[src/rsl_pkg.sv]
// Constants, register map and types of the serial slave link control block.
package rsl_pkg;
    localparam int unsigned CLK_HZ = 50_000_000;
    localparam int unsigned CHAR_BITS = 10;
    localparam int unsigned BAUD_RATE [8] = '{1200, 2400, 4800, 9600, 19200, 38400, 57600, 115200};
    // Index of the reply delay select: 0 answers at once.
    localparam int unsigned REPLY_CHARS [6] = '{0, 10, 20, 50, 100, 200};
    localparam logic [2:0] REPLY_SEL_MAX = 3'h5;
    localparam logic [7:0] STATION_MAX = 8'hC7;
    localparam logic [7:0] STATION_ANY = 8'hFF;
    localparam logic [6:0] GAP_LIMIT_MAX = 7'h63;
    localparam logic [7:0] LINK_REG_AO = 8'h04;
    localparam logic [7:0] LINK_REG_RELAY = 8'h05;
    // Bus register byte offsets.
    localparam logic [7:0] OFS_STATION = 8'h00;
    localparam logic [7:0] OFS_CTRL = 8'h04;
    localparam logic [7:0] OFS_GAP = 8'h08;
    localparam logic [7:0] OFS_STATUS = 8'h0C;
    localparam logic [7:0] OFS_MASK = 8'h10;
    localparam logic [7:0] OFS_STATE = 8'h14;
    // Control register fields.
    localparam int CTRL_BAUD_LSB = 0;
    localparam int CTRL_WEN_BIT = 3;
    localparam int CTRL_REPLY_LSB = 4;
    localparam int CTRL_AO_REMOTE_BIT = 7;
    localparam int CTRL_FAULT_LSB = 8;
    // Status and mask bits.
    localparam int ST_FRAME = 0;
    localparam int ST_REFUSED = 1;
    localparam int ST_TIMEOUT = 2;
    localparam int ST_REPLY = 3;
    localparam int ST_W = 4;
    // Reset values.
    localparam logic [7:0] RST_STATION = 8'h01;
    localparam logic [2:0] RST_BAUD = 3'h3;
    localparam logic [6:0] RST_GAP = 7'h00;
    typedef enum logic [1:0] {FAULT_HOLD, FAULT_HIGH, FAULT_LOW, FAULT_ZERO} rsl_fault_type;
endpackage : rsl_pkg

[src/rsl_gap_watchdog.sv]
// Supervision of the gap between received frames, in whole seconds.
`timescale 1ns/1ns
module rsl_gap_watchdog #(
    parameter int SEC_CYCLES = 50_000_000
) (
    input wire logic hclk,
    input wire logic hresetn,
    input wire logic restart,
    input wire logic [6:0] limit,
    output logic timeout
);
    logic [31:0] cyc_r, cyc_nxt;
    logic [6:0] sec_r, sec_nxt;
    logic to_r, to_nxt;

    ////////////////////////////////////////////////////////////////////////////////
    always_comb
    begin
        cyc_nxt = cyc_r;
        sec_nxt = sec_r;
        to_nxt = to_r;
        if (restart || limit == 7'h00)
        begin
            cyc_nxt = '0;
            sec_nxt = '0;
            to_nxt = 1'b0;
        end
        else if (!to_r)
        begin
            if (cyc_r == 32'(SEC_CYCLES - 1))
            begin
                cyc_nxt = '0;
                sec_nxt = sec_r + 7'h01;
                // The alert is raised as soon as the full limit has elapsed.
                if (sec_r + 7'h01 >= limit)
                begin
                    to_nxt = 1'b1;
                end
            end
            else
            begin
                cyc_nxt = cyc_r + 32'h0000_0001;
            end
        end
    end

    always_ff @(posedge hclk or negedge hresetn)
    begin
        if (!hresetn)
        begin
            cyc_r <= '0;
            sec_r <= '0;
            to_r <= 1'b0;
        end
        else
        begin
            cyc_r <= cyc_nxt;
            sec_r <= sec_nxt;
            to_r <= to_nxt;
        end
    end

    assign timeout = to_r;
endmodule : rsl_gap_watchdog

[src/rsl_reply_delay.sv]
// Reply delay counted in character times after the last request character.
`timescale 1ns/1ns
module rsl_reply_delay (
    input wire logic hclk,
    input wire logic hresetn,
    input wire logic start,
    input wire logic [7:0] n_chars,
    input wire logic [23:0] char_cycles,
    output logic done
);
    typedef enum logic {DLY_IDLE, DLY_WAIT} rsl_dly_type;
    rsl_dly_type st_r, st_nxt;
    logic [23:0] cyc_r, cyc_nxt;
    logic [7:0] chr_r, chr_nxt;
    logic done_r, done_nxt;

    ////////////////////////////////////////////////////////////////////////////////
    always_comb
    begin
        st_nxt = st_r;
        cyc_nxt = cyc_r;
        chr_nxt = chr_r;
        done_nxt = 1'b0;
        // A new request restarts the wait; the older reply is dropped.
        if (start)
        begin
            cyc_nxt = '0;
            chr_nxt = '0;
            if (n_chars == 8'h00)
            begin
                done_nxt = 1'b1;
                st_nxt = DLY_IDLE;
            end
            else
            begin
                st_nxt = DLY_WAIT;
            end
        end
        else
        begin
            case (st_r)
                DLY_IDLE:
                begin
                    st_nxt = DLY_IDLE;
                end
                DLY_WAIT:
                begin
                    if (cyc_r == char_cycles - 24'h00_0001)
                    begin
                        cyc_nxt = '0;
                        chr_nxt = chr_r + 8'h01;
                        if (chr_r + 8'h01 == n_chars)
                        begin
                            done_nxt = 1'b1;
                            st_nxt = DLY_IDLE;
                        end
                    end
                    else
                    begin
                        cyc_nxt = cyc_r + 24'h00_0001;
                    end
                end
                default:
                begin
                    st_nxt = DLY_IDLE;
                end
            endcase
        end
    end

    always_ff @(posedge hclk or negedge hresetn)
    begin
        if (!hresetn)
        begin
            st_r <= DLY_IDLE;
            cyc_r <= '0;
            chr_r <= '0;
            done_r <= 1'b0;
        end
        else
        begin
            st_r <= st_nxt;
            cyc_r <= cyc_nxt;
            chr_r <= chr_nxt;
            done_r <= done_nxt;
        end
    end

    assign done = done_r;
endmodule : rsl_reply_delay

[src/rsl_link_ctrl.sv]
// Serial slave link control: station match, write gating, supervision, reply delay.
`timescale 1ns/1ns
module rsl_link_ctrl #(
    parameter int CLK_HZ = rsl_pkg::CLK_HZ,
    parameter int SEC_CYCLES = rsl_pkg::CLK_HZ,
    parameter logic [15:0] FAULT_HI_CODE = 16'hFFFF,
    parameter logic [15:0] FAULT_LO_CODE = 16'h0100
) (
    input wire logic hclk,
    input wire logic hresetn,
    input wire logic hsel,
    input wire logic [31:0] haddr,
    input wire logic [1:0] htrans,
    input wire logic hwrite,
    input wire logic [2:0] hsize,
    input wire logic [31:0] hwdata,
    input wire logic hready,
    output logic hreadyout,
    output logic hresp,
    output logic [31:0] hrdata,
    input wire logic frame_done,
    input wire logic [7:0] frame_addr,
    input wire logic [7:0] frame_reg,
    input wire logic frame_write,
    input wire logic [15:0] frame_data,
    input wire logic [15:0] ao_normal_value,
    input wire logic critical_in,
    output logic reply_go,
    output logic reply_exception,
    output logic cfg_wr_strobe,
    output logic [7:0] cfg_wr_reg,
    output logic [15:0] cfg_wr_data,
    output logic [23:0] bit_cycles,
    output logic [15:0] ao_value,
    output logic [3:0] relay_out,
    output logic alert,
    output logic irq
);
    if (CLK_HZ < 2 * 115200 || CLK_HZ / 1200 * 10 > 16_777_215 || SEC_CYCLES < 2)
    begin : g_check
        $error("rsl_link_ctrl: clock or second count out of range for the line rates");
    end

    logic [23:0] bit_tab [8];
    for (genvar i = 0; i < 8; i++)
    begin : g_baud
        assign bit_tab[i] = 24'(CLK_HZ / rsl_pkg::BAUD_RATE[i]);
    end

    logic [7:0] station_r, station_nxt;
    logic [9:0] ctrl_r, ctrl_nxt;
    logic [6:0] gap_r, gap_nxt;
    logic [3:0] status_r, status_nxt, mask_r, mask_nxt;
    logic wr_pend_r, wr_pend_nxt;
    logic [7:0] wr_ofs_r, wr_ofs_nxt;
    logic [31:0] hrdata_r, hrdata_nxt;
    logic exc_r, exc_nxt;
    logic [15:0] remote_ao_r, remote_ao_nxt, ao_r, ao_nxt;
    logic [3:0] remote_rel_r, remote_rel_nxt, relay_r, relay_nxt;
    logic reply_r, reply_nxt, rexc_r, rexc_nxt, cfg_r, cfg_nxt;
    logic [7:0] cfg_reg_r, cfg_reg_nxt;
    logic [15:0] cfg_data_r, cfg_data_nxt;
    logic [23:0] bitc_r, bitc_nxt;
    logic alert_r, irq_r, irq_nxt, timeout, dly_done;
    logic ap_valid, match, allowed, refused;
    logic [7:0] n_chars;
    logic [23:0] char_cycles;
    logic [3:0] ev;
    rsl_pkg::rsl_fault_type fault_sel;
    logic [15:0] fault_val;
    logic [2:0] reply_sel;

    assign reply_sel = ctrl_r[rsl_pkg::CTRL_REPLY_LSB +: 3];
    assign fault_sel = rsl_pkg::rsl_fault_type'(ctrl_r[rsl_pkg::CTRL_FAULT_LSB +: 2]);
    assign char_cycles = 24'(bitc_r * rsl_pkg::CHAR_BITS);
    // Slow converters at the three fastest rates want 10, 20 and 50 characters.
    assign n_chars = 8'(rsl_pkg::REPLY_CHARS[reply_sel]);

    ////////////////////////////////////////////////////////////////////////////////
    // Link request decode.
    always_comb
    begin
        match = frame_done && ((station_r != 8'h00 && frame_addr == station_r)
            || (station_r == 8'h00 && frame_addr == rsl_pkg::STATION_ANY));
        allowed = !frame_write || ctrl_r[rsl_pkg::CTRL_WEN_BIT]
            || frame_reg == rsl_pkg::LINK_REG_AO || frame_reg == rsl_pkg::LINK_REG_RELAY;
        refused = match && !allowed;
    end

    rsl_reply_delay u_dly (
        .hclk(hclk),
        .hresetn(hresetn),
        .start(match),
        .n_chars(n_chars),
        .char_cycles(char_cycles),
        .done(dly_done)
    );

    rsl_gap_watchdog #(.SEC_CYCLES(SEC_CYCLES)) u_wdg (
        .hclk(hclk),
        .hresetn(hresetn),
        .restart(frame_done),
        .limit(gap_r),
        .timeout(timeout)
    );

    ////////////////////////////////////////////////////////////////////////////////
    // Bus registers, link writes and outputs.
    always_comb
    begin
        ap_valid = hsel && htrans[1] && hready;
        wr_pend_nxt = ap_valid && hwrite;
        wr_ofs_nxt = ap_valid ? haddr[7:0] : wr_ofs_r;
        station_nxt = station_r;
        ctrl_nxt = ctrl_r;
        gap_nxt = gap_r;
        mask_nxt = mask_r;
        ev = '0;
        ev[rsl_pkg::ST_FRAME] = match;
        ev[rsl_pkg::ST_REFUSED] = refused;
        ev[rsl_pkg::ST_TIMEOUT] = timeout && !alert_r;
        ev[rsl_pkg::ST_REPLY] = dly_done;
        status_nxt = status_r;
        if (wr_pend_r)
        begin
            case (wr_ofs_r)
                rsl_pkg::OFS_STATION:
                begin
                    if (hwdata[7:0] <= rsl_pkg::STATION_MAX)
                    begin
                        station_nxt = hwdata[7:0];
                    end
                end
                rsl_pkg::OFS_CTRL:
                begin
                    if (hwdata[rsl_pkg::CTRL_REPLY_LSB +: 3] <= rsl_pkg::REPLY_SEL_MAX)
                    begin
                        ctrl_nxt = hwdata[9:0];
                    end
                end
                rsl_pkg::OFS_GAP:
                begin
                    if (hwdata[6:0] <= rsl_pkg::GAP_LIMIT_MAX)
                    begin
                        gap_nxt = hwdata[6:0];
                    end
                end
                rsl_pkg::OFS_STATUS:
                begin
                    status_nxt = status_r & ~hwdata[3:0];
                end
                rsl_pkg::OFS_MASK:
                begin
                    mask_nxt = hwdata[3:0];
                end
                default:
                begin
                    station_nxt = station_r;
                end
            endcase
        end
        // Setting after clearing keeps an event that lands on the clear.
        status_nxt = status_nxt | ev;
        irq_nxt = |(status_nxt & mask_nxt);
        hrdata_nxt = hrdata_r;
        if (ap_valid && !hwrite)
        begin
            case (haddr[7:0])
                rsl_pkg::OFS_STATION: hrdata_nxt = {24'h00_0000, station_r};
                rsl_pkg::OFS_CTRL: hrdata_nxt = {22'h00_0000, ctrl_r};
                rsl_pkg::OFS_GAP: hrdata_nxt = {25'h000_0000, gap_r};
                rsl_pkg::OFS_STATUS: hrdata_nxt = {28'h000_0000, status_r};
                rsl_pkg::OFS_MASK: hrdata_nxt = {28'h000_0000, mask_r};
                rsl_pkg::OFS_STATE: hrdata_nxt = {ao_r, 8'h00, relay_r, 3'h0, alert_r};
                default: hrdata_nxt = 32'h0000_0000;
            endcase
        end
        remote_ao_nxt = remote_ao_r;
        remote_rel_nxt = remote_rel_r;
        cfg_nxt = 1'b0;
        cfg_reg_nxt = cfg_reg_r;
        cfg_data_nxt = cfg_data_r;
        if (match && frame_write && allowed)
        begin
            if (frame_reg == rsl_pkg::LINK_REG_AO)
            begin
                remote_ao_nxt = frame_data;
            end
            else if (frame_reg == rsl_pkg::LINK_REG_RELAY)
            begin
                remote_rel_nxt = frame_data[3:0];
            end
            else
            begin
                cfg_nxt = 1'b1;
                cfg_reg_nxt = frame_reg;
                cfg_data_nxt = frame_data;
            end
        end
        exc_nxt = match ? refused : exc_r;
        reply_nxt = dly_done;
        rexc_nxt = dly_done && exc_r;
        bitc_nxt = bit_tab[ctrl_r[rsl_pkg::CTRL_BAUD_LSB +: 3]];
        case (fault_sel)
            rsl_pkg::FAULT_HOLD: fault_val = ao_r;
            rsl_pkg::FAULT_HIGH: fault_val = FAULT_HI_CODE;
            rsl_pkg::FAULT_LOW: fault_val = FAULT_LO_CODE;
            default: fault_val = 16'h0000;
        endcase
        if (ctrl_r[rsl_pkg::CTRL_AO_REMOTE_BIT])
        begin
            ao_nxt = (timeout || critical_in) ? fault_val : remote_ao_r;
        end
        else
        begin
            ao_nxt = critical_in ? fault_val : ao_normal_value;
        end
        // Alert state of a remote relay is de-energised.
        relay_nxt = timeout ? 4'h0 : remote_rel_r;
    end

    always_ff @(posedge hclk or negedge hresetn)
    begin
        if (!hresetn)
        begin
            station_r <= rsl_pkg::RST_STATION;
            ctrl_r <= {7'h00, rsl_pkg::RST_BAUD};
            gap_r <= rsl_pkg::RST_GAP;
            status_r <= '0;
            mask_r <= '0;
            wr_pend_r <= 1'b0;
            wr_ofs_r <= '0;
            hrdata_r <= '0;
            exc_r <= 1'b0;
            remote_ao_r <= '0;
            remote_rel_r <= '0;
            ao_r <= '0;
            relay_r <= '0;
            reply_r <= 1'b0;
            rexc_r <= 1'b0;
            cfg_r <= 1'b0;
            cfg_reg_r <= '0;
            cfg_data_r <= '0;
            bitc_r <= '0;
            alert_r <= 1'b0;
            irq_r <= 1'b0;
        end
        else
        begin
            station_r <= station_nxt;
            ctrl_r <= ctrl_nxt;
            gap_r <= gap_nxt;
            status_r <= status_nxt;
            mask_r <= mask_nxt;
            wr_pend_r <= wr_pend_nxt;
            wr_ofs_r <= wr_ofs_nxt;
            hrdata_r <= hrdata_nxt;
            exc_r <= exc_nxt;
            remote_ao_r <= remote_ao_nxt;
            remote_rel_r <= remote_rel_nxt;
            ao_r <= ao_nxt;
            relay_r <= relay_nxt;
            reply_r <= reply_nxt;
            rexc_r <= rexc_nxt;
            cfg_r <= cfg_nxt;
            cfg_reg_r <= cfg_reg_nxt;
            cfg_data_r <= cfg_data_nxt;
            bitc_r <= bitc_nxt;
            alert_r <= timeout;
            irq_r <= irq_nxt;
        end
    end

    // The slave never stretches a transfer, so ready and OKAY are fixed.
    assign hreadyout = 1'b1;
    assign hresp = 1'b0;
    assign hrdata = hrdata_r;
    assign reply_go = reply_r;
    assign reply_exception = rexc_r;
    assign cfg_wr_strobe = cfg_r;
    assign cfg_wr_reg = cfg_reg_r;
    assign cfg_wr_data = cfg_data_r;
    assign bit_cycles = bitc_r;
    assign ao_value = ao_r;
    assign relay_out = relay_r;
    assign alert = alert_r;
    assign irq = irq_r;
endmodule : rsl_link_ctrl

[config.mk]
export PLATFORM = sky130hd
export DESIGN_NAME = rsl_link_ctrl
export DESIGN_NICKNAME = d
export VERILOG_FILES = /design/src/rsl_pkg.sv /design/src/rsl_gap_watchdog.sv /design/src/rsl_reply_delay.sv /design/src/rsl_link_ctrl.sv
export SDC_FILE = /design/constraint.sdc
export NUM_CORES = 1
export LEC_CHECK = 0
export BUFFER_PORTS_ARGS = -buffer_cell sky130_fd_sc_hd__buf_2
export CORE_UTILIZATION = 25
export CTS_BUF_LIST = sky130_fd_sc_hd__clkbuf_16
export DETAILED_ROUTE_END_ITERATION = 8
export SLEW_MARGIN = 15
export SYNTH_ARGS = -nofsm -noshare
export SYNTH_HDL_FRONTEND = slang
export SYNTH_SLANG_ARGS = --single-unit
[constraint.sdc]
create_clock -name hclk -period 12.56 [get_ports hclk]
set_input_delay 1.256 -clock hclk [delete_from_list [all_inputs] [get_ports hclk]]
set_output_delay 1.256 -clock hclk [all_outputs]
set_load 0.01 [all_outputs]
# After elaboration in Yosys (flattened, before gate mapping)
# Memory sizes are Yosys's and may differ from the RTL's. A register that Yosys moved wholly into a read port is not among the register bits.
# Cells that the tools add are included.
# word_totals
in_bits	125
n_memories	2
register_bits	218
mem_bits_ro	448
out_inout_bits	107
word_cells	151
# op_classes
n_mul	1
add_sub_neg	5
bitwise_logic	9
reduce_logical	42
mux	41
eq_ne	19
n_lt_le_gt_ge	5
# memory_table
memory	words	word_bits	read_ports	rd_clocked_by_memory_dff	write_ports	line	text
(name not given)	8	32	1	0	0	rsl_link_ctrl.sv:77	assign n_chars = 8'(rsl_pkg::REPLY_CHARS[reply_sel]);
(name not given)	8	24	1	1	0	rsl_link_ctrl.sv:203	bitc_nxt = bit_tab[ctrl_r[rsl_pkg::CTRL_BAUD_LSB +: 3]];
# op_table
op	count
$pmux W32 S6	1
$mux W32	3
$mux W24	3
$mux W16	3
$pmux W16 S3	1
$mux W8	5
$add A32 B1 Y32 const B	1
$eq A32 B26 Y1 const B	1
$eq A8 B3 Y1 const B	4
$eq A8 B4 Y1 const B	4
$logic_not A8 Y1	4
$add A24 B1 Y24 const B	1
$eq A24 B24 Y1	1
$eq A8 B5 Y1 const B	3
$mul A24 B3 Y23 const B	1
$sub A24 B1 Y24 const B	1
$mux W7	3
$mux W4	5
$eq A8 B8 Y1	2
$mux W1	16
$reduce_and A3 Y1	5
$logic_and A1 B1 Y1	12
$add A8 B1 Y8 const B	1
$and A4 B4 Y4	2
23 further kinds	39

# Longest topological paths before layout
# Gate-level depths: netlist of run 1.
# logic_depth
ltp_word	9
mapped_depth	16
depth_no_buf	15

# By module
# A second synthesis of run 1 with hierarchy kept.
# hier_totals
hier_cells	1244
hier_area_um2	13047.5
# modules_own_cells
module	instances	cells_per_inst	area_per_inst_um2	seq_area_each_um2
rsl_link_ctrl	1	628	7454.6	3832.4
rsl_reply_delay	1	351	2974.1	850.8
rsl_gap_watchdog	1	265	2618.8	1001.0

# Least setup slack after synthesis of run 1
# OpenSTA, ideal clock, no wires.
# synth_path
path_kind	register -> register
start	register bitc_r[1], in the netlist bit_cycles[1]
end	register u_dly.chr_r[6]
required_time_ns	12.482
stages_incl_launch_ff	17
setup_slack_ns	7.740
setup_ns	0.078
arrival_time_ns	4.742
path_cell_list	dfrtp_1 > ha_1 > ha_1 > inv_1 > fa_1 > nand2b_2 > a211oi_2 > nor2_1 > xnor2_1 > nor3_1 > a21oi_1 > or4_1 > a2111o_1 > or4b_4 > buf_6 > or4_1 > a21oi_1
# synth_via
elab_chain_len	5
# synth_rtl
element	line	text
start, declared	rsl_link_ctrl.sv:63	logic [23:0] bitc_r, bitc_nxt;
$mul A24 B3 Y23	rsl_link_ctrl.sv:75	assign char_cycles = 24'(bitc_r * rsl_pkg::CHAR_BITS);
$sub A24 B1 Y24	rsl_reply_delay.sv:48	if (cyc_r == char_cycles - 24'h00_0001)
$eq A24 B24 Y1	rsl_reply_delay.sv:48	
$reduce_bool A2 Y1 (no source line)	--	
$reduce_and A2 Y1 (no source line)	--	
end signal, assigned	rsl_reply_delay.sv:84	chr_r <= chr_nxt;
end, declared	rsl_reply_delay.sv:14	logic [7:0] chr_r, chr_nxt;
# Every way passes these cells.
# A chain may end at the register's enable or synchronous reset.

# Worst setup path after layout of run 1
# layout_path
start	register bitc_r[14], in the netlist bit_cycles[14]
end	register u_dly.cyc_r[16]
# layout_via
elab_chain_len	6
# layout_rtl
element	line	text
$mul A24 B3 Y23	rsl_link_ctrl.sv:75	
$sub A24 B1 Y24	rsl_reply_delay.sv:48	
$eq A24 B24 Y1	rsl_reply_delay.sv:48	
$mux W24	rsl_reply_delay.sv:48	
$mux W24	rsl_reply_delay.sv:41	case (st_r)
$mux W24	rsl_reply_delay.sv:25	if (start)
end signal, assigned	rsl_reply_delay.sv:83	cyc_r <= cyc_nxt;
end, declared	rsl_reply_delay.sv:13	logic [23:0] cyc_r, cyc_nxt;
# Every way passes these cells. The select of a mux whose other input is x is not followed.

==> impl_metrics.env, run 1 <==
export IMPL_routed_wl_um=33900
export IMPL_hold_viol_final=0
export IMPL_cp_start_kind="flop"
export IMPL_largest_register="u_wdg.cyc_r"
export IMPL_place_congestion=0.847
export IMPL_dieWidth_um=227
export IMPL_cts_sinks=227
export IMPL_synthFlopType="dfrtp_1"
export IMPL_cts_htree_levels=1
export IMPL_rsz0062_at_grt="no"
export IMPL_die_area_sq_um=51400
export IMPL_p_int_w=0.00129
export IMPL_path_max_fanout=22
export IMPL_clkLatencyLatePin_ns=0.54
export IMPL_first_global_vias=9967
export IMPL_ys_warn_count=0
export IMPL_ant_nets=0
export IMPL_synth_area_sq_um=12600
export IMPL_worstPathRequired_ns=12.94
export IMPL_p_switching_w=0.000510
export IMPL_async_flop_share_pct=100
export IMPL_die_y_um=227
export IMPL_synth_largest_area_cell="dfrtp_1"
export IMPL_switching_share_pct=28.4
export IMPL_root_buffer="clkbuf_16"
export IMPL_synth_avg_cell_area_sq_um=9.70
export IMPL_drive_gt1_share_pct=21.3
export IMPL_yosysTopAreaCellShare_pct=44.4
export IMPL_cts_resized=0
export IMPL_synth_most_common_cell="dfrtp_1"
export IMPL_stdcell_area_sq_um=14800
export IMPL_ys_types=84
export IMPL_fin_setup_tns_ns=0
export IMPL_final_nets=1614
export IMPL_slew_viol_final=0
export IMPL_ios=232
export IMPL_synth_area_leaders="dfrtp_1, mux2_2, ha_1"
export IMPL_grt_max_degree=98
export IMPL_yosysSeqAreaShare_pct=45.0
export IMPL_powerDensity_nw_per_um2=121
export IMPL_cts_made_buffers=25
export IMPL_cts_tree="done"
export IMPL_p_leak_nw=6.96
export IMPL_irDropWorstVdd_mv=0.0791
export IMPL_setup_viol=0
export IMPL_cap_violations=0
export IMPL_drt_first_iter_violations=756
export IMPL_grt_usage_pct=13.1
export IMPL_cp_data_arrival_time_ns=6.08
export IMPL_clockPowerShare_pct=39.2
export IMPL_grt_first_pass_wirelength_um=54100
export IMPL_num_vias=10300
export IMPL_worstHoldPathType="reg2reg"
export IMPL_p_seq_share_pct=45.0
export IMPL_dr_pass1_iters=6
export IMPL_core_area_sq_um=49400
export IMPL_dpl_cell_area_sq_um=14000
export IMPL_cts_buffer_depth=3
export IMPL_drc=0
export IMPL_worstMarginPinSlew_ns=1.10
export IMPL_skew_ns=0.0157
export IMPL_relSlewSlack_pct=26.5
export IMPL_antenna_found_initial=3
export IMPL_rows=81
export IMPL_portBuffers=165
export IMPL_ys_top_cells_by_count="dfrtp_1, nand2_1, nor2_1"
export IMPL_layout_worst_path_cycle_share_pct=45.5
export IMPL_crit_type="reg2reg"
export IMPL_syn_to_final_growth_pct=17.3
export IMPL_synth_edf_count=0
export IMPL_dp_hpwl_um=25600
export IMPL_synth_cells=1301
export IMPL_postCtsSetupBuffers=0
export IMPL_initial_core_util_pct=25.6
export IMPL_hold_buffers=0
export IMPL_period_minus_slack_ns=5.71
export IMPL_ys_ff_latch=227
export IMPL_vias_per_cell=4.84
export IMPL_fmax_mhz=175
export IMPL_comb_power_share_pct=15.8
export IMPL_largest_register_ff_count=32
export IMPL_status="completed"
export IMPL_endpoint_kind="flop"
export IMPL_holdWs_ns=0.464
export IMPL_wl_per_cell_um=15.9
export IMPL_cts_reportedPaths_clkPinSlew_ns=0.06
export IMPL_overflow=0
## critical path, cell delays in order, from the launching register on
cell and delay, ns:
dfrtp_1 0.60, ha_1 0.22, ha_1 0.18, inv_1 0.06
fa_1 0.39, nand2b_2 0.24, a211oi_2 0.35, nor2_1 0.14
xnor2_1 0.58, xnor2_1 0.16, xnor2_1 0.15, or4_1 0.43
a2111o_1 0.45, or4b_4 0.66, o21ai_2 0.78, nor2_1 0.12
## placed cells by master, fill, tap and decap left out, types with 32 or more instances in the layout
cell / n
dfrtp_1: 224
buf_2: 164
nand2_1: 150
nor2_1: 84
mux2_2: 80
o21ai_0: 77
a21oi_1: 70
nand3_1: 66
ha_1: 48
inv_1: 44
xor2_1: 42
xnor2_1: 38
and3_1: 32
## worst paths after layout
kind / to / from / slack (ns) / depth (start not counted)
min in group asynchronous: cfg_wr_data[5]$_DFFE_PN0P_ / hresetn / 0.71 / 1
max reg2reg: u_dly.cyc_r[16]$_DFFE_PN0P_ / bit_cycles[14]$_DFF_PN0_ / 6.85 / 15
min: hrdata[22]$_DFFE_PN0P_ / hrdata[22]$_DFFE_PN0P_ / 0.46 / 2
min reg2reg: hrdata[22]$_DFFE_PN0P_ / hrdata[22]$_DFFE_PN0P_ / 0.46 / 2
max in group asynchronous: bit_cycles[11]$_DFF_PN0_ / hresetn / 10.34 / 2
max: u_dly.cyc_r[16]$_DFFE_PN0P_ / bit_cycles[14]$_DFF_PN0_ / 6.85 / 15
## cells by family after synthesis
logic type,count (synthesis),share of synthesized area [%]
mux,90,7.93
xor+xnor,81,5.68
fa+ha+maj,49,4.92
simple gates,473,18.9
other cells,2,0.0595
flops,227,45.0
compound gates,268,13.5
buf+inv,111,4.00
## stage by stage
stage	util [%]	cells	worst slack (ns)	power [W]
detailed placement	28.4	2077	6.84	0.00110
global route	30.0	2123	6.45	0.00189
floorplan	-	1315	7.74	0.00102
CTS	30.0	2122	6.80	0.00181
global placement	28.4	2077	6.92	0.00110
finish	30.0	2124	6.85	0.00179
## cell type report
class / instances / area (sq um)
inverter: 39 / 146
clock inverter: 20 / 151
multi-input combinational: 977 / 6490
tap: 664 / 831
antenna: 2 / 5.00
fill: 5162 / 34500
sequential: 227 / 5680
timing repair buffer: 170 / 873
clock buffer: 25 / 626
## per-layer routing
layer  vias to the layer above  part of all wire, %  GRT usage [%]
li1                       4936                    -              -
met1                      5058                   47           18.5
met2                       244                   45           20.6
met3                        40                  5.2           2.27
met4                         2                  1.9           3.23
met5                         -                0.038              0
## power groups by stage
stage,clock network [W],logic (W),registers (W)
after floorplan,0,0.000209,0.000806
after global placement,0,0.000277,0.000818
after detailed placement,0,0.000283,0.000820
after CTS,0.000722,0.000285,0.000807
after global routing,0.000753,0.000323,0.000812
final,0.000703,0.000284,0.000807
Power figures use the tool's default switching activity.
==> run 2: changes to the inputs <==
Clock period 12.56 ns to 5.1 ns, I/O delays scaled along.
==> impl_metrics.env, run 2 (same netlist as run 1, synthesis figures left out) <==
export IMPL_clkLatencyLatePin_ns=0.56
export IMPL_endpoint_kind="flop"
export IMPL_wl_per_cell_um=16.1
export IMPL_period_minus_slack_ns=4.83
export IMPL_overflow=0
export IMPL_final_nets=1635
export IMPL_root_buffer="clkbuf_16"
export IMPL_cp_data_arrival_time_ns=5.29
export IMPL_place_congestion=0.829
export IMPL_final_cell_mix="dfrtp_1, buf_2, nand2_1"
export IMPL_layout_worst_path_cycle_share_pct=94.7
export IMPL_dr_pass1_iters=5
export IMPL_die_area_sq_um=51400
export IMPL_portBuffers=165
export IMPL_ant_nets=0
export IMPL_cts_reportedPaths_clkPinSlew_ns=0.06
export IMPL_cts_buffer_depth=3
export IMPL_irDropWorstVdd_mv=0.215
export IMPL_drive_gt1_share_pct=23.3
export IMPL_holdWs_ns=-0.0264
export IMPL_hold_viol_final=14
export IMPL_fmax_mhz=207
export IMPL_dp_hpwl_um=26000
export IMPL_dp_cells=2092
export IMPL_grt_usage_pct=13.3
export IMPL_routed_wl_um=34700
export IMPL_rr_worst_depth=17
export IMPL_fin_setup_tns_ns=0
export IMPL_crit_type="reg2reg"
export IMPL_dieWidth_um=227
export IMPL_worstHoldPathType="in2async"
export IMPL_grt_first_pass_wirelength_um=54300
export IMPL_rsz0062_at_grt="no"
export IMPL_rows=81
export IMPL_slew_viol_final=0
export IMPL_stdcell_count=2148
export IMPL_violations="negative hold slack"
export IMPL_cts_tree="done"
export IMPL_cts_htree_levels=1
export IMPL_powerDensity_nw_per_um2=309
export IMPL_final_common_cell="dfrtp_1"
export IMPL_skew_ns=0.0300
export IMPL_drt_first_iter_violations=625
export IMPL_cts_sinks=227
export IMPL_r2r_start="bit_cycles[3]$_DFF_PN0_"
export IMPL_path_max_fanout=6
export IMPL_cp_start_kind="flop"
export IMPL_antenna_found_initial=7
export IMPL_relSlewSlack_pct=26.8
export IMPL_finalPower_w=0.00469
export IMPL_p_leak_nw=7.11
export IMPL_grt_max_degree=114
export IMPL_reg2reg_slack_ns=0.27
export IMPL_largest_register_ff_count=32
export IMPL_r2r_end="u_dly.chr_r[2]$_DFFE_PN0P_"
export IMPL_initial_core_util_pct=25.6
export IMPL_syn_to_final_growth_pct=20.0
export IMPL_largest_register="u_wdg.cyc_r"
export IMPL_setup_viol=0
export IMPL_status="finished with violations"
export IMPL_cap_violations=0
export IMPL_first_global_vias=9868
export IMPL_core_area_sq_um=49400
export IMPL_num_vias=10300
export IMPL_worstPathRequired_ns=5.57
export IMPL_final_util_pct=30.7
export IMPL_vias_per_cell=4.82
export IMPL_cts_made_buffers=26
export IMPL_ios=232
export IMPL_worstMarginPinSlew_ns=1.10
export IMPL_die_y_um=227
export IMPL_drc=0
==> run 2: cell types whose count changed in the layout (fill, tap and decap cells not counted), sizes merged <==
cell and delta:
buf +19, or4b +1, diode +1, clkinvlp +4
inv -5, bufinv +3, clkbuf +1
==> run 2: how the worst max path moves through the flow <==
stage | start | end | depth (start not counted)
5_1_grt | bit_cycles[3]$_DFF_PN0_ | u_dly.chr_r[3]$_DFFE_PN0P_ | 17
6_report | bit_cycles[3]$_DFF_PN0_ | u_dly.chr_r[2]$_DFFE_PN0P_ | 17
3_3_place_gp | bit_cycles[3]$_DFF_PN0_ | u_dly.chr_r[6]$_DFFE_PN0P_ | 16
2_1_floorplan | bit_cycles[1]$_DFF_PN0_ | u_dly.chr_r[6]$_DFFE_PN0P_ | 16
3_5_place_dp | bit_cycles[3]$_DFF_PN0_ | u_dly.chr_r[2]$_DFFE_PN0P_ | 16
4_1_cts | bit_cycles[3]$_DFF_PN0_ | u_dly.chr_r[2]$_DFFE_PN0P_ | 16
==> run 2: layout make-up <==
| type | instances | area [sq um] |
|---|---|---|
| Clock buffer | 26 | 651 |
| Sequential cell | 227 | 5680 |
| Timing Repair Buffer | 189 | 1020 |
| Clock inverter | 22 | 263 |
| Fill cell | 5135 | 34200 |
| Antenna cell | 3 | 7.51 |
| Multi-Input combinational cell | 978 | 6550 |
| Inverter | 39 | 146 |
| Tap cell | 664 | 831 |
==> run 2: layer usage <==
layer | wire (um) | global-route usage, % | share of wire [%]
met5 | 23 | 0 | 0.066
met4 | 735 | 3.68 | 2.1
met3 | 1900 | 2.41 | 5.5
met2 | 15800 | 20.7 | 46
met1 | 16200 | 18.7 | 47
==> run 2: what timing repair did <==
action | CTS | global route
gates resized for setup | 0 | 13
hold buffers | 0 | 0
setup buffers | 0 | 4
endpoints found under the setup margin | 0 | 28
==> run 2: power by group <==
group          internal, W  total, W  switching, W
Combinational     0.000300  0.000724      0.000424
Clock              0.00119   0.00198      0.000789
Sequential         0.00188   0.00199      0.000104
==> run 2: through the flow <==
step                      hold slack (ns)  setup slack (ns)  area (sq um)
after floorplan                     0.214             0.280         12700
after global placement              0.448             0.143         14100
after detailed placement            0.450            0.0736         14100
after CTS                          0.0361            0.0752         15100
after global routing               0.0498            0.0154         15100
final                             -0.0264             0.272         15100
==> run 2: critical path, stage by stage (launching register included) <==
cell and delay [ns]:
dfrtp_1 0.41, ha_1 0.29, ha_2 0.19, inv_1 0.06
fa_2 0.35, nand2b_4 0.18, a211oi_4 0.26, nor2_2 0.09
xnor2_2 0.18, buf_4 0.18, nor4_4 0.41, buf_4 0.20
mux2i_1 0.20, o211ai_1 0.12, a2111o_1 0.48, or4b_4 0.56
or4_1 0.41, a21oi_1 0.17
==> run 3: changes to the inputs <==
Settings changed: CTS_BUF_LIST sky130_fd_sc_hd__clkbuf_16 to sky130_fd_sc_hd__clkbuf_8 sky130_fd_sc_hd__clkbuf_16, MAX_ROUTING_LAYER from default to met4.
==> impl_metrics.env, run 3 (same netlist as run 1, synthesis figures left out) <==
export IMPL_status="finished with violations"
export IMPL_violations="negative hold slack"
export IMPL_cts_tree="done"
export IMPL_overflow=0
export IMPL_path_max_fanout=6
export IMPL_finalPower_w=0.00480
export IMPL_drc=0
export IMPL_cts_made_buffers=26
export IMPL_slew_viol_final=0
export IMPL_crit_type="reg2reg"
export IMPL_fin_setup_tns_ns=0
export IMPL_r2r_start="bit_cycles[3]$_DFF_PN0_"
export IMPL_root_buffer="clkbuf_16"
export IMPL_worstPathRequired_ns=5.57
export IMPL_dr_pass1_iters=5
export IMPL_period_minus_slack_ns=4.83
export IMPL_dieWidth_um=227
export IMPL_cp_start_kind="flop"
export IMPL_cts_htree_levels=1
export IMPL_grt_first_pass_wirelength_um=54400
export IMPL_cts_reportedPaths_clkPinSlew_ns=0.06
export IMPL_n_fill_cell=5125
export IMPL_first_global_vias=9859
export IMPL_rsz0062_at_grt="no"
export IMPL_syn_to_final_growth_pct=20.6
export IMPL_powerDensity_nw_per_um2=315
export IMPL_cap_violations=0
export IMPL_layout_worst_path_cycle_share_pct=94.7
export IMPL_holdWs_ns=-0.0275
export IMPL_largest_register_ff_count=32
export IMPL_die_area_sq_um=51400
export IMPL_drt_first_iter_violations=626
export IMPL_grt_usage_pct=13.7
export IMPL_vias_per_cell=4.81
export IMPL_crit_start="bit_cycles[3]$_DFF_PN0_"
export IMPL_grt_max_degree=114
export IMPL_ant_nets=0
export IMPL_core_area_sq_um=49400
export IMPL_cts_buffer_depth=3
export IMPL_die_y_um=227
export IMPL_routed_wl_um=34800
export IMPL_endpoint_kind="flop"
export IMPL_fmax_mhz=207
export IMPL_ios=232
export IMPL_relSlewSlack_pct=26.9
export IMPL_rr_worst_depth=17
export IMPL_num_vias=10300
export IMPL_r2r_end="u_dly.chr_r[2]$_DFFE_PN0P_"
export IMPL_worstMarginPinSlew_ns=1.10
export IMPL_final_cell_mix="dfrtp_1, buf_2, nand2_1"
export IMPL_portBuffers=165
export IMPL_clkLatencyLatePin_ns=0.56
export IMPL_cts_sinks=227
export IMPL_drive_gt1_share_pct=23.8
export IMPL_dp_hpwl_um=26000
export IMPL_hold_viol_final=14
export IMPL_final_nets=1635
export IMPL_final_common_cell="dfrtp_1"
export IMPL_skew_ns=0.0286
export IMPL_reg2reg_slack_ns=0.27
export IMPL_cp_data_arrival_time_ns=5.30
export IMPL_place_congestion=0.842
export IMPL_crit_end="u_dly.chr_r[2]$_DFFE_PN0P_"
export IMPL_setup_viol=0
export IMPL_hold_buffers=0
export IMPL_irDropWorstVdd_mv=0.216
export IMPL_worstHoldPathType="in2async"
export IMPL_wl_per_cell_um=16.2
export IMPL_antenna_found_initial=7
export IMPL_rows=81
export IMPL_p_leak_nw=7.15
export IMPL_initial_core_util_pct=25.6
export IMPL_largest_register="u_wdg.cyc_r"
-- run 3: cell count changes in the layout (fill, tap and decap cells not counted) --
cell / delta
clkbuf_8: +7
clkinv_1: -7
diode_2: +2
-- run 3: routing by layer --
layer  GRT usage (%)  part of all wire, %  vias to the layer above
met5               -                    0                        -
met4            3.66                  2.0                        0
met3            2.14                  5.1                       42
met2            20.8                   46                      254
met1            18.9                   47                     5062
li1                -                    -                     4979
-- run 3: worst min path at each step --
stage	from	slack, ns	to	cells after the start
floorplan	hresetn	0.21	alert$_DFF_PN0_	0
global placement	exc_r$_DFFE_PN0P_	0.45	exc_r$_DFFE_PN0P_	2
detailed placement	hrdata[17]$_DFFE_PN0P_	0.45	hrdata[17]$_DFFE_PN0P_	2
CTS	hresetn	0.04	cfg_wr_data[11]$_DFFE_PN0P_	1
global route	hresetn	0.05	cfg_wr_data[11]$_DFFE_PN0P_	1
finish	hresetn	-0.03	cfg_wr_data[11]$_DFFE_PN0P_	1
-- run 3: worst max-delay path, stage by stage (launching register included) --
cell      delay, ns
dfrtp_1        0.41
ha_1           0.29
ha_2           0.19
inv_1          0.06
fa_2           0.35
nand2b_4       0.18
a211oi_4       0.26
nor2_2         0.09
xnor2_2        0.18
buf_4          0.18
nor4_4         0.41
buf_4          0.21
mux2i_1        0.20
o211ai_1       0.12
a2111o_1       0.48
or4b_4         0.56
or4_1          0.41
a21oi_1        0.17
-- run 3: stage by stage --
| step | area, sq um | worst slack [ns] | instances | utilization [%] |
|---|---|---|---|---|
| finish | 15200 | 0.268 | 2150 | 30.8 |
| detailed placement | 14100 | 0.0736 | 2092 | 28.6 |
| global placement | 14100 | 0.143 | 2092 | 28.6 |
| global route | 15200 | 0.0154 | 2150 | 30.8 |
| CTS | 15100 | 0.0752 | 2140 | 30.6 |
| floorplan | 12700 | 0.280 | 1315 | - |
-- run 3: cell type report --
type                            count  area (sq um)  share of cell area, %
Antenna cell                        5          12.5                 0.0822
Clock buffer                       33           747                   4.91
Sequential cell                   227          5680                   37.3
Tap cell                          664           831                   5.46
Inverter                           39           146                  0.962
Multi-Input combinational cell    978          6550                   43.0
Timing Repair Buffer              189          1020                   6.67
Clock inverter                     15           236                   1.55
-- run 3: what timing repair did --
action,in CTS,in global routing
buffers inserted,0,4
endpoints found under the setup margin,0,28
resized for setup,0,13
-- run 3: power by group --
part | switching, W | leakage [nW] | internal, W | total [W]
Combinational | 0.000424 | 3.67 | 0.000300 | 0.000724
Clock | 0.000792 | 0.476 | 0.00129 | 0.00209
Sequential | 0.000104 | 3.00 | 0.00188 | 0.00199
Total | 0.00132 | 7.15 | 0.00348 | 0.00480
